## config.mk

```make
export PLATFORM = sky130hd
export DESIGN_NAME = rtcs_irq_ctrl
export DESIGN_NICKNAME = d
export VERILOG_FILES = /design/src/rtl/rtcs_pkg.sv /design/src/rtl/rtcs_irq_ctrl.sv
export VERILOG_INCLUDE_DIRS = /design/src /design/src/rtl
export SDC_FILE = /design/constraint.sdc
export NUM_CORES = 2
export LEC_CHECK = 0
export ABC_AREA = 1
export ABC_CLOCK_PERIOD_IN_PS = 3000
export BUFFER_PORTS_ARGS = -buffer_cell sky130_fd_sc_hd__buf_2
export CAP_MARGIN = 20
export CORE_UTILIZATION = 56
export DETAILED_ROUTE_END_ITERATION = 6
export PLACE_DENSITY = 0.72
export SLEW_MARGIN = 20
export SYNTH_ARGS = -nofsm -noshare
export SYNTH_HDL_FRONTEND = slang
export SYNTH_SLANG_ARGS = --single-unit
```

## constraint.sdc

```tcl
create_clock -name CLK_SYS -period 3 [get_ports CLK_SYS]
set_input_delay 0.3 -clock CLK_SYS [delete_from_list [all_inputs] [get_ports CLK_SYS]]
set_output_delay 0.3 -clock CLK_SYS [all_outputs]
set_load 0.005 [all_outputs]
```

## src/rtl/rtcs_defines.svh

```systemverilog
// Register indices, field positions, masks and reset values of the clock control block.
`ifndef RTCS_DEFINES_SVH
`define RTCS_DEFINES_SVH

// ------------------------------------------------------------------
// Register keys: {bank, index}; byte address is four times the key.
// ------------------------------------------------------------------
`define RTCS_KEY_CTRL   8'h0B
`define RTCS_KEY_FLAGS  8'h0C
`define RTCS_KEY_VALID  8'h0D
`define RTCS_KEY_AUX    8'h7D
`define RTCS_KEY_PWR    8'h7E
`define RTCS_GP_LO      8'h0E
`define RTCS_GP_HI      8'h7C
`define RTCS_GP_TOP     8'h7F
`define RTCS_KEY_BANK   7

// ------------------------------------------------------------------
// Field positions.
// ------------------------------------------------------------------
`define RTCS_B_HALT     7
`define RTCS_B_PIE      6
`define RTCS_B_AIE      5
`define RTCS_B_UIE      4
`define RTCS_B_BIN      2
`define RTCS_B_H24      1
`define RTCS_F_ANY      7
`define RTCS_F_PF       6
`define RTCS_F_AF       5
`define RTCS_F_UF       4
`define RTCS_V_VALID    7
`define RTCS_P_XTAL     7
`define RTCS_P_PON      2
`define RTCS_P_POFF     1
`define RTCS_P_REM      0
`define RTCS_A_DAEN     0
`define RTCS_A_PCLR     1
`define RTCS_A_BUSY     7

// ------------------------------------------------------------------
// Masks, sizes and reset values.
// ------------------------------------------------------------------
`define RTCS_CTRL_WMASK 8'hF6
`define RTCS_PWR_WMASK  8'h87
`define RTCS_DATE_MASK  8'h3F
`define RTCS_FLAG_LOW   8'h0F
`define RTCS_RST_BYTE   8'h00
`define RTCS_RST_WORD   32'h0000_0000
`define RTCS_HSIZE_WORD 3'h2
`define RTCS_PIN_CNT    4
`define RTCS_PIN_IDLE   4'h2

`endif

```

## src/rtl/rtcs_pkg.sv

```systemverilog
// Types shared by the clock control block.
package rtcs_pkg;

   // Bus transfer kinds as published for AHB-Lite.
   typedef enum logic [1:0]
   {
      RTCS_IDLE   = 2'h0,
      RTCS_BUSY   = 2'h1,
      RTCS_NONSEQ = 2'h2,
      RTCS_SEQ    = 2'h3
   } rtcs_htrans_t;

   // One register byte.
   typedef logic [7:0] rtcs_byte_t;

endpackage : rtcs_pkg

```

## src/rtl/rtcs_irq_ctrl.sv

```systemverilog
// Interrupt, status, power wake control and CMOS storage of the real time clock.
//
// Chosen here: register access over AHB-Lite.
`timescale 1ns/10ps
`include "rtcs_defines.svh"

module rtcs_irq_ctrl
(
   input  wire logic                   CLK_SYS,
   input  wire logic                   RESETN,
   input  wire logic                   HSEL,
   input  wire logic [31:0]            HADDR,
   input  wire rtcs_pkg::rtcs_htrans_t HTRANS,
   input  wire logic                   HWRITE,
   input  wire logic [2:0]             HSIZE,
   input  wire logic [31:0]            HWDATA,
   input  wire logic                   HREADY,
   output logic      [31:0]            HRDATA,
   output logic                        HREADYOUT,
   output logic                        HRESP,
   input  wire logic                   SYSTEM_RESET_IN,
   input  wire logic                   TRICKLE_SUPPLY,
   input  wire logic                   STANDBY_POR,
   input  wire logic                   BATTERY_LOW,
   input  wire logic                   PERIODIC_TAP,
   input  wire logic                   ALARM_MATCH,
   input  wire logic                   UPDATE_DONE,
   input  wire logic                   UPDATE_BUSY,
   output logic                        IRQ_OUT_N,
   output logic                        SUPPLY_TURN_ON_N_O,
   output logic                        SUPPLY_TURN_ON_N_OE,
   output logic                        BINARY_FORMAT_SEL,
   output logic                        HOUR_24_SEL,
   output logic                        UPDATE_HALT,
   output logic                        CRYSTAL_LOAD_SEL,
   output logic                        DATE_ALARM_EN
);
   import rtcs_pkg::*;

   // ------------------------------------------------------------------
   // Declarations.
   // ------------------------------------------------------------------
   logic [`RTCS_PIN_CNT-1:0] sync1_r;       // First stage of the pin synchronisers.
   logic [`RTCS_PIN_CNT-1:0] sync2_r;       // Second stage, the only one logic reads.
   logic [`RTCS_PIN_CNT-1:0] pin_prev_r;    // Previous synchronised levels for edges.
   logic                     sys_rst;       // Synchronised system reset level.
   logic                     trickle_rise;  // Standby rail has just returned.
   logic                     por_evt;       // Standby-rail power-on reset event.
   logic                     batt_low;      // Synchronised low battery level.
   logic                     tap_prev_r;    // Previous periodic tap level.
   logic                     pf_evt;        // Periodic event pulse.
   rtcs_byte_t               ctrl_r;        // Format and enable control.
   rtcs_byte_t               ctrl_nxt;
   rtcs_byte_t               flags_r;       // Live flags in bits 6 to 4 only.
   rtcs_byte_t               flags_nxt;
   rtcs_byte_t               pwr_r;         // Battery backed power wake control.
   rtcs_byte_t               date_r;        // Date-of-month alarm value.
   logic                     daen_r;        // Date alarm enable.
   logic                     valid_r;       // Contents valid.
   logic                     alarm_missed_r;// Alarm passed while the standby rail was gone.
   logic                     power_req_r;   // Power-on output is being driven low.
   rtcs_byte_t               ram [256];     // General purpose CMOS bytes, both banks.
   logic                     acc;           // Address phase taken this edge.
   logic                     a_map;         // Address phase hits the register window.
   rtcs_byte_t               a_key;         // Address phase register key.
   logic                     rd_flags;      // Flag register read taken this edge.
   logic                     wr_pend_r;     // Write data phase in progress.
   rtcs_byte_t               wr_key_r;      // Key of the pending write.
   logic                     wr_ctrl;       // Pending write commits to the control register.
   rtcs_byte_t               rd_val;        // Read value for the address phase.

   // ------------------------------------------------------------------
   // Helper functions.
   // ------------------------------------------------------------------

   // Summary interrupt condition from flags and their enables.
   function automatic logic irq_any(input rtcs_byte_t fl, input rtcs_byte_t en);
      irq_any = (fl[`RTCS_F_PF] & en[`RTCS_B_PIE]) | (fl[`RTCS_F_AF] & en[`RTCS_B_AIE]) |
                (fl[`RTCS_F_UF] & en[`RTCS_B_UIE]);
   endfunction : irq_any

   // True where a key names a general purpose CMOS byte.
   function automatic logic is_gp(input rtcs_byte_t key);
      is_gp = key[`RTCS_KEY_BANK] | ((key >= `RTCS_GP_LO) & (key <= `RTCS_GP_HI)) | (key == `RTCS_GP_TOP);
   endfunction : is_gp

   // ------------------------------------------------------------------
   // Pin synchronisers.
   // ------------------------------------------------------------------

   // Pins are asynchronous to the system clock, so each passes two flops.
   always_ff @(posedge CLK_SYS or negedge RESETN)
   begin
      // Stages start at the pins' idle levels, with the standby rail taken as present.
      // A rail that is present after reset therefore never looks like it just returned.
      if (!RESETN)
      begin
         sync1_r    <= `RTCS_PIN_IDLE;
         sync2_r    <= `RTCS_PIN_IDLE;
         pin_prev_r <= `RTCS_PIN_IDLE;
      end
      else
      begin
         sync1_r    <= {BATTERY_LOW, STANDBY_POR, TRICKLE_SUPPLY, SYSTEM_RESET_IN};
         sync2_r    <= sync1_r;
         pin_prev_r <= sync2_r;
      end
   end

   assign sys_rst      = sync2_r[0];
   assign trickle_rise = sync2_r[1] & ~pin_prev_r[1];
   assign por_evt      = sync2_r[2] & ~pin_prev_r[2];
   assign batt_low     = sync2_r[3];

   // ------------------------------------------------------------------
   // Bus decode.
   // ------------------------------------------------------------------

   // Only whole-word transfers inside the 1 KiB window are mapped; others read zero.
   assign acc      = HSEL & HTRANS[1] & HREADY;
   assign a_map    = (HADDR[31:10] == 22'h00_0000) & (HADDR[1:0] == 2'h0) & (HSIZE == `RTCS_HSIZE_WORD);
   assign a_key    = HADDR[9:2];
   assign rd_flags = acc & ~HWRITE & a_map & (a_key == `RTCS_KEY_FLAGS);
   assign wr_ctrl  = wr_pend_r & (wr_key_r == `RTCS_KEY_CTRL);

   // Read value mux; reserved bits come back as zero.
   always_comb
   begin
      rd_val = `RTCS_RST_BYTE;
      if (a_map)
      begin
         if (is_gp(a_key))
            rd_val = ram[a_key];
         else
         begin
            case (a_key)
               `RTCS_KEY_CTRL:  rd_val = ctrl_r;
               // Summary bit derives from the same flags that drive the pin.
               `RTCS_KEY_FLAGS: rd_val = flags_r | {irq_any(flags_r, ctrl_r), 7'h00};
               // Lower bits vanish during an update or with the date alarm off.
               `RTCS_KEY_VALID: rd_val = {valid_r, 7'h00} |
                                ((UPDATE_BUSY | ~daen_r) ? `RTCS_RST_BYTE : date_r);
               `RTCS_KEY_AUX:   rd_val = {UPDATE_BUSY, 5'h00, power_req_r, daen_r};
               `RTCS_KEY_PWR:   rd_val = pwr_r;
               default:         rd_val = `RTCS_RST_BYTE;
            endcase
         end
      end
   end

   // ------------------------------------------------------------------
   // Bus slave handshake.
   // ------------------------------------------------------------------

   // Reads finish with no wait; writes take one wait state so a following read sees new data.
   always_ff @(posedge CLK_SYS or negedge RESETN)
   begin
      if (!RESETN)
      begin
         HREADYOUT <= 1'b1;
         HRESP     <= 1'b0;
         wr_pend_r <= 1'b0;
         wr_key_r  <= `RTCS_RST_BYTE;
         HRDATA    <= `RTCS_RST_WORD;
      end
      else
      begin
         HRESP     <= 1'b0;
         HREADYOUT <= ~(acc & HWRITE);
         wr_pend_r <= acc & HWRITE & a_map;
         if (acc & HWRITE)
            wr_key_r <= a_key;
         // Read data is latched at the address edge, before the flags clear.
         if (acc & ~HWRITE)
            HRDATA <= {24'h00_0000, rd_val};
      end
   end

   // ------------------------------------------------------------------
   // Control register next value.
   // ------------------------------------------------------------------

   // Halt going high drops the update enable; system reset drops all three enables.
   always_comb
   begin
      ctrl_nxt = ctrl_r;
      if (wr_ctrl)
      begin
         ctrl_nxt = HWDATA[7:0] & `RTCS_CTRL_WMASK;
         if (HWDATA[`RTCS_B_HALT] & ~ctrl_r[`RTCS_B_HALT])
            ctrl_nxt[`RTCS_B_UIE] = 1'b0;
      end
      if (sys_rst)
      begin
         ctrl_nxt[`RTCS_B_PIE] = 1'b0;
         ctrl_nxt[`RTCS_B_AIE] = 1'b0;
         ctrl_nxt[`RTCS_B_UIE] = 1'b0;
      end
   end

   // ------------------------------------------------------------------
   // Flag next value.
   // ------------------------------------------------------------------

   // Clear only what the read returned as one, then let new events set; set wins.
   always_comb
   begin
      flags_nxt = flags_r;
      if (rd_flags)
         flags_nxt = flags_r & ~rd_val;
      if (pf_evt)
         flags_nxt[`RTCS_F_PF] = 1'b1;
      if (ALARM_MATCH)
         flags_nxt[`RTCS_F_AF] = 1'b1;
      if (UPDATE_DONE)
         flags_nxt[`RTCS_F_UF] = 1'b1;
      flags_nxt[`RTCS_F_ANY] = 1'b0;
      flags_nxt = flags_nxt & ~`RTCS_FLAG_LOW;
      if (sys_rst)
         flags_nxt = `RTCS_RST_BYTE;
   end

   assign pf_evt = PERIODIC_TAP & ~tap_prev_r;

   // ------------------------------------------------------------------
   // Flags, enables and the interrupt pin.
   // ------------------------------------------------------------------

   // The pin is loaded from next values so it always matches the summary bit.
   always_ff @(posedge CLK_SYS or negedge RESETN)
   begin
      if (!RESETN)
      begin
         ctrl_r     <= `RTCS_RST_BYTE;
         flags_r    <= `RTCS_RST_BYTE;
         tap_prev_r <= 1'b0;
         IRQ_OUT_N  <= 1'b1;
      end
      else
      begin
         ctrl_r     <= ctrl_nxt;
         flags_r    <= flags_nxt;
         tap_prev_r <= PERIODIC_TAP;
         IRQ_OUT_N  <= ~irq_any(flags_nxt, ctrl_nxt);
      end
   end

   // ------------------------------------------------------------------
   // Validity, date alarm and auxiliary control.
   // ------------------------------------------------------------------

   // Low battery wins over a read that would set the valid bit.
   always_ff @(posedge CLK_SYS or negedge RESETN)
   begin
      if (!RESETN)
      begin
         valid_r <= 1'b0;
         date_r  <= `RTCS_RST_BYTE;
         daen_r  <= 1'b0;
      end
      else
      begin
         if (batt_low)
            valid_r <= 1'b0;
         else if (acc & ~HWRITE & a_map & (a_key == `RTCS_KEY_VALID))
            valid_r <= 1'b1;
         // System reset leaves the date value alone; writes during update are dropped.
         if (wr_pend_r & (wr_key_r == `RTCS_KEY_VALID) & ~UPDATE_BUSY)
            date_r <= HWDATA[7:0] & `RTCS_DATE_MASK;
         if (wr_pend_r & (wr_key_r == `RTCS_KEY_AUX))
            daen_r <= HWDATA[`RTCS_A_DAEN];
      end
   end

   // ------------------------------------------------------------------
   // Battery backed power wake control.
   // ------------------------------------------------------------------

   // Only the battery reset clears this register; system reset does not.
   always_ff @(posedge CLK_SYS or negedge RESETN)
   begin
      if (!RESETN)
         pwr_r <= `RTCS_RST_BYTE;
      else if (wr_pend_r & (wr_key_r == `RTCS_KEY_PWR))
         pwr_r <= HWDATA[7:0] & `RTCS_PWR_WMASK;
   end

   // The power-on request latches until software clears it or a stay-off reset arrives.
   // Setting both standby reset bits at once is left to software to avoid; stay-off wins here.
   always_ff @(posedge CLK_SYS or negedge RESETN)
   begin
      if (!RESETN)
      begin
         alarm_missed_r <= 1'b0;
         power_req_r    <= 1'b0;
      end
      else
      begin
         if (trickle_rise)
            alarm_missed_r <= 1'b0;
         else if (ALARM_MATCH & ~sync2_r[1] & pwr_r[`RTCS_P_REM])
            alarm_missed_r <= 1'b1;
         if (por_evt & pwr_r[`RTCS_P_POFF])
            power_req_r <= 1'b0;
         else if (por_evt & pwr_r[`RTCS_P_PON])
            power_req_r <= 1'b1;
         else if (trickle_rise & alarm_missed_r)
            power_req_r <= 1'b1;
         else if (wr_pend_r & (wr_key_r == `RTCS_KEY_AUX) & HWDATA[`RTCS_A_PCLR])
            power_req_r <= 1'b0;
      end
   end

   // ------------------------------------------------------------------
   // General purpose CMOS storage.
   // ------------------------------------------------------------------

   // No reset: the contents live on the battery and are never blocked by updates.
   always_ff @(posedge CLK_SYS)
   begin
      if (wr_pend_r & is_gp(wr_key_r))
         ram[wr_key_r] <= HWDATA[7:0];
   end

   // ------------------------------------------------------------------
   // Registered side outputs.
   // ------------------------------------------------------------------

   // The pin is open drain: it only ever pulls low, so the data bit is held at zero.
   always_ff @(posedge CLK_SYS or negedge RESETN)
   begin
      if (!RESETN)
      begin
         SUPPLY_TURN_ON_N_O  <= 1'b0;
         SUPPLY_TURN_ON_N_OE <= 1'b0;
         BINARY_FORMAT_SEL   <= 1'b0;
         HOUR_24_SEL         <= 1'b0;
         UPDATE_HALT         <= 1'b0;
         CRYSTAL_LOAD_SEL    <= 1'b0;
         DATE_ALARM_EN       <= 1'b0;
      end
      else
      begin
         SUPPLY_TURN_ON_N_O  <= 1'b0;
         SUPPLY_TURN_ON_N_OE <= power_req_r;
         BINARY_FORMAT_SEL   <= ctrl_r[`RTCS_B_BIN];
         HOUR_24_SEL         <= ctrl_r[`RTCS_B_H24];
         UPDATE_HALT         <= ctrl_r[`RTCS_B_HALT];
         CRYSTAL_LOAD_SEL    <= pwr_r[`RTCS_P_XTAL];
         DATE_ALARM_EN       <= daen_r;
      end
   end

   // ------------------------------------------------------------------
   // Checks.
   // ------------------------------------------------------------------

   chk_irq_summary_pin: assert property (@(posedge CLK_SYS) disable iff (!RESETN)
      IRQ_OUT_N == ~irq_any(flags_r, ctrl_r))
      else $error("interrupt pin disagrees with summary flag");

   chk_flag_read_clear: assert property (@(posedge CLK_SYS) disable iff (!RESETN)
      rd_flags & ~pf_evt & ~ALARM_MATCH & ~UPDATE_DONE |=> flags_r == `RTCS_RST_BYTE)
      else $error("flag read did not clear flags");

   chk_read_snapshot: assert property (@(posedge CLK_SYS) disable iff (!RESETN)
      rd_flags |=> (HRDATA[6:4] == $past(flags_r[6:4])) && (HRDATA[3:0] == 4'h0))
      else $error("flag read data not the pre-clear value");

   chk_pf_sets: assert property (@(posedge CLK_SYS) disable iff (!RESETN)
      pf_evt & ~sys_rst |=> flags_r[`RTCS_F_PF] ##0 (IRQ_OUT_N == ~ctrl_r[`RTCS_B_PIE] | IRQ_OUT_N == 1'b0))
      else $error("periodic flag missed its edge");

   chk_event_during_read: assert property (@(posedge CLK_SYS) disable iff (!RESETN)
      rd_flags & UPDATE_DONE & ~sys_rst |=> flags_r[`RTCS_F_UF])
      else $error("event during read was lost");

   chk_af_irq: assert property (@(posedge CLK_SYS) disable iff (!RESETN)
      ALARM_MATCH & ~sys_rst & ctrl_nxt[`RTCS_B_AIE] |=> !IRQ_OUT_N)
      else $error("alarm with enable did not assert the interrupt");

   chk_uie_halt_clear: assert property (@(posedge CLK_SYS) disable iff (!RESETN)
      wr_ctrl & HWDATA[`RTCS_B_HALT] & ~ctrl_r[`RTCS_B_HALT] |=> !ctrl_r[`RTCS_B_UIE])
      else $error("update enable survived halt going high");

   chk_sys_reset_clear: assert property (@(posedge CLK_SYS) disable iff (!RESETN)
      sys_rst |=> (ctrl_r[6:4] == 3'h0) && (flags_r == `RTCS_RST_BYTE) && IRQ_OUT_N)
      else $error("system reset left enables or flags set");

   chk_por_power_on: assert property (@(posedge CLK_SYS) disable iff (!RESETN)
      por_evt & pwr_r[`RTCS_P_PON] & ~pwr_r[`RTCS_P_POFF] |=> ##1 SUPPLY_TURN_ON_N_OE)
      else $error("standby reset did not drive power-on");

   chk_valid_on_read: assert property (@(posedge CLK_SYS) disable iff (!RESETN)
      $rose(valid_r) |-> $past(acc & ~HWRITE & a_map & (a_key == `RTCS_KEY_VALID)))
      else $error("valid bit set without a read");

endmodule : rtcs_irq_ctrl

```

* Yosys cells after proc, flatten, opt, wreduce, memory -nomap -nowiden *
Memories as Yosys holds them, arrays and structs flattened.
Index checks and enable logic that the tools add are counted.

storage, ports and cells
  memories = 1
  word-level logic and storage cells = 125
  output and inout port bits = 42
  register bits = 64
  RAM bits = 2048

cells by class
  multiplexer cells = 22
  eq/ne operators = 12
  reductions and logical operators = 5
  order comparisons = 4
  bitwise operators = 57

memories
  memory  words  bits a word  read ports  clocked after memory_dff  write ports  RTL line             source
  ram     256    8            1           0                         1            rtcs_irq_ctrl.sv:62  rtcs_byte_t ram [256];

operator list
  cell                  count
  $eq A8 B7 Y1 const B  6
  $eq A8 B4 Y1 const B  5
  $pmux W8 S5           1
  $and A1 B1 Y1         34
  $logic_not A22 Y1     1
  $mux W7               3
  $ge A8 B4 Y1 const B  2
  $le A8 B7 Y1 const B  2
  $mux W8               2
  $mux W1               14
  $not A1 Y1            10
  $or A1 B1 Y1          9
  $or A7 B8 Y8          1
  $or A8 B6 Y8          1
  $and A7 B7 Y7         1
  $not A7 Y7            1
  $mux W6               1
  $reduce_bool A2 Y1    2
  $reduce_bool A4 Y1    1
  $eq A3 B2 Y1 const B  1
  $mux W3               1
  $logic_not A2 Y1      1

* Logic depth before layout (Yosys ltp) *
  word-level depth = 16
  depth in mapped cells = 22
  gate-level depth less buffers = 19

* Worst setup path after synthesis *
Ideal clock, no wire load.

  path kind = reg-to-reg
  from = register wr_key_r[7]
  to = memory ram[112][0] in the netlist's numbering, enable pin
  setup slack = 0.495 ns
  stages on the path, launching flop included = 12
  buffers on the path = 2
  setup time = 0.370 ns
  clock period less this slack = 2.505 ns
  arrival = 2.135 ns
  cell sequence = dfrtp_1 -> inv_2 -> nand2_1 -> nor2_1 -> inv_2 -> nor2_1 -> nand2_1 -> a31oi_2 -> buf_4 -> nand2_2 -> buf_2 -> nor2_1

on the way
  cells in the longest elaborated chain, start to end = 7

ends and longest elaborated chain
  element                                                        RTL line              source
  start: declaration                                             rtcs_irq_ctrl.sv:68   rtcs_byte_t wr_key_r;
  start signal: assignment                                       rtcs_irq_ctrl.sv:163  wr_key_r <= `RTCS_RST_BYTE;
  start signal: assignment                                       rtcs_irq_ctrl.sv:172  wr_key_r <= a_key;
  $ge A8 B4 Y1 (no source line) or $le A8 B7 Y1 (tied branches)  -
  $and A1 B1 Y1                                                  rtcs_irq_ctrl.sv:84   is_gp = key[`RTCS_KEY_BANK] | ((key >= `RTCS_GP_LO) & (key <= `RTCS_GP_HI)) | (key == `RTCS_GP_TOP);
  $or A1 B1 Y1 (2 in series)                                     rtcs_irq_ctrl.sv:84
  $and A1 B1 Y1                                                  rtcs_irq_ctrl.sv:321  if (wr_pend_r & is_gp(wr_key_r))
  $mux W1                                                        rtcs_irq_ctrl.sv:321
  $mux W1 (not written as such)                                  rtcs_irq_ctrl.sv:322  ram[wr_key_r] <= HWDATA[7:0];
  end: declaration                                               rtcs_irq_ctrl.sv:62

Several ways; a longest one is shown, not always the timed one.

* Final worst setup path *
  from = register wr_key_r[7]
  to = memory ram[225][3] in the netlist's numbering, enable pin

The elaborated chain is that of the path after synthesis.

==> flow_summary.yaml <==
sta:
  clock_skew_ps: 33.2
  min_period_over_period_pct: 97.5
  max_slew_margin_pct: 37.4
  timing.hold.ws_ps: 96.1
  fmax_mhz: 342
  hold_viol: 0
  worstMarginPinSlew_ps: 936
  drv_slew: 0
  setup_viol: 0
  fin_crit_ps: 2920
clock_network:
  cts_tree: "yes"
  clock-sinks: 2107
  clk_latency_ps: 820
  cts_buffers: 206
  h-tree-depth: 4
  root_buffer: "clkbuf_16"
  clk_pin_slew_ps: 60
  clockBufferDepth: 3
yosys:
  synth_xor_area_share_pct: 0
  yosysWarnings: 0
  synth-compound-area-share_pct: 1.82
  synth_cell_type_count: 40
  synth_top_family_by_area: "simple AND/OR/NAND/NOR gates"
  synthArstFlopShare_pct: 2.80
  synthAdderAreaFrac_pct: 0
  synthSimpleGateAreaFrac_pct: 21.0
  synthMuxAreaShare_pct: 0.0263
  synth_edf_count: 2048
  syn-cell-area_sq_um: 85600
  yosysSeqAreaShare_pct: 73.6
  synth_cells: 7562
  ys_ff_latch: 2107
  synthFlopType: "edfxtp_1"
  syn_avg_cell_area_sq_um: 11.3
die:
  fp.dieH_um: 393
  ios: 124
  row_count: 143
  initial_core_util_pct: 56.3
  dieArea_sq_um: 154000
  coreArea_sq_um: 152000
  die_w_um: 393
global_routing:
  grt_max_degree: 117
  grt_pass1_wl_mm: 347
  grt_pass1_vias: 56900
  grt_overflow: 0
  antenna_found_initial: 7
  grtUsageTotal_pct: 30.5
route:
  avgRoutedWirePerCell_um: 22.8
  finalWirelength_mm: 236
  vias: 59000
  drc_errors: 0
  postRouteAntennaNets: 0
  first_pass_iters: 6
  drtIter0Drc: 7547
  vias_per_cell: 5.72
status:
  status: "finished, final reports clean"
layout:
  final_nets: 8197
  final_core_util_pct: 65.2
  stdcell_area_sq_um: 99100
  syn2layout_area_growth_pct: 15.8
  fill_cells: 11000
  drive_above_1_share_pct: 10.9
  finalNonFillerCells: 10300
min_path:
  min_path_cells: 7
  hp-class: "in2reg"
placed_design:
  gp_congestion: 0.982
  io_buffers: 72
  dp_hpwl_mm: 143
  dp_cells: 9909
  place_area_sq_um: 92100
worst_setup_path:
  cp_data_arrival_time_ps: 3440
  crit_type: "reg2reg"
  critPathLaunch: "wr_key_r[7]"
  r2r-end: "ram[225][3]"
  rr_worst_depth: 12
  regToRegSetupSlack_ps: 80
  worstSetupEndpointType: "register"
  cp_max_fo: 13
  endpoint: "ram[225][3]"
  rr_startpoint: "wr_key_r[7]"
  start_kind: "register"
  cp.required_ps: 3510
power:
  power.total_w: 0.0622
  powerDensity_nw_per_um2: 628
  irDropWorstVdd_mv: 0.608
  clkPwrFrac_pct: 41.2
  p_sw_w: 0.0139
  power_frac_comb_pct: 6.5
  swShare_pct: 22.3
  internal_power_w: 0.0483
  p_leak_nw: 38.3
  p_seq_share_pct: 52.3
job:
  maxCapViolCount: 0
-- how the worst min path moves through the flow --
stage,from,to,slack (ps)
2_1_floorplan,RESETN,BINARY_FORMAT_SEL,4
3_5_place_dp,RESETN,HOUR_24_SEL,320
6_report,HADDR[21],HRDATA[2],100
5_1_grt,HWDATA[0],ram[45][0],70
3_3_place_gp,RESETN,HOUR_24_SEL,320
4_1_cts,HWDATA[0],ram[45][0],50
-- critical path, cell delays in order, from the launching register on --
cell and delay [ps]:
dfrtp_1 410, inv_2 110, nand2_1 90, nor2_2 220, inv_2 60, nor2_1 120
nand2_1 110, a31oi_2 220, buf_4 240, nand2_2 300, buf_4 300, nor2_1 180
buf_4 240
-- repair_timing --
action / 4_1_cts / 5_1_grt
setup buffers: 0 / 0
resized for setup: 0 / 2
hold buffers: 28 / 0
setup endpoints to repair: 0 / 43
endpoints found under the hold margin: 285 / 0
-- metal layers --
metal | global-route usage (%) | part of all wire (%)
met5 | 0 | 0.011
met4 | 14.1 | 4.6
met3 | 6.41 | 11
met2 | 48.2 | 47
met1 | 40.8 | 37
-- power groups by stage --
stage | sequential (W) | clock, W | combinational, W
after floorplan | 0.0331 | 0 | 0.00196
after global routing | 0.0325 | 0.0269 | 0.00429
final | 0.0325 | 0.0257 | 0.00402
after CTS | 0.0325 | 0.0259 | 0.00391
after global placement | 0.0331 | 0 | 0.00379
after detailed placement | 0.0332 | 0 | 0.00386
-- area by class of cell --
class | instances | area, sq um | share of cell area [%]
diodes | 7 | 17.5 | 0.0177
repair buffers | 605 | 5640 | 5.69
multi-input cells | 4921 | 20100 | 20.3
clock buffers | 270 | 5550 | 5.60
clock inverters | 113 | 1160 | 1.17
well taps | 2030 | 2540 | 2.56
inverters | 274 | 1080 | 1.09
flip-flops and latches | 2107 | 63000 | 63.6
-- per-stage QoR --
stage	TNS [ps]	worst slack [ps]
after detailed placement	0	52.3
after floorplan	0	495
after global placement	0	93.9
final	0	75.5
after CTS	0	67.4
after global routing	-14.3	-3.78
-- layout by cell type (no fill, tap or decap), types with 9 or more instances in the layout --
master / Yosys / final
nand4_1: 226 / 226
clkbuf_16: 0 / 211
dfrtp_1: 54 / 54
nand2_1: 3377 / 3376
clkbuf_1: 110 / 54
nor2_1: 469 / 464
buf_4: 56 / 416
a21oi_1: 194 / 194
o21ai_1: 9 / 9
edfxtp_1: 2048 / 2048
clkinv_1: 4 / 48
a22oi_1: 22 / 22
buf_2: 206 / 62
nand3_1: 368 / 367
dlygate4sd3_1: 0 / 27
conb_1: 1 / 154
bufinv_16: 0 / 21
clkinv_2: 1 / 33
o21ai_0: 50 / 50
nand2_2: 12 / 12
clkbuf_8: 0 / 9
inv_1: 261 / 260
buf_12: 0 / 89
-- sequential cells by signal, indices dropped and copies added (netlist names) --
signal,count
pwr_r,4
ram,2048
HOUR_24_SEL,1
date_r,6
BINARY_FORMAT_SEL,1
tap_prev_r,1
UPDATE_HALT,1
IRQ_OUT_N,1
ctrl_r,6
DATE_ALARM_EN,1
sync2_r,4
power_req_r,1
CRYSTAL_LOAD_SEL,1
alarm_missed_r,1
SUPPLY_TURN_ON_N_OE,1
HREADYOUT,1
pin_prev_r,2
sync1_r,4
daen_r,1
flags_r,3
wr_pend_r,1
wr_key_r,8
HRDATA,8
valid_r,1
-- synthesized netlist by cell type (all sizes together), types with 8 or more instances --
cell type	n	area, sq um
nand2	3389	12800
edfxtp	2048	61500
nor2	472	1800
nand3	368	1840
buf	303	1630
inv	269	1010
nand4	226	1410
a21oi	194	971
clkbuf	110	413
o21ai	59	295
dfrtp	54	1350
a22oi	22	165
nor3	8	51.3
-- kinds of logic (layout without fill, tap and decap cells) --
kind of cell    Yosys count  count (layout)
compound gates          290             290
simple gates           4475            4475
other cells               1             161
buf+inv                 687            1262
mux                       2               2
flops                  2107            2107
Power figures use the tool's default switching activity.
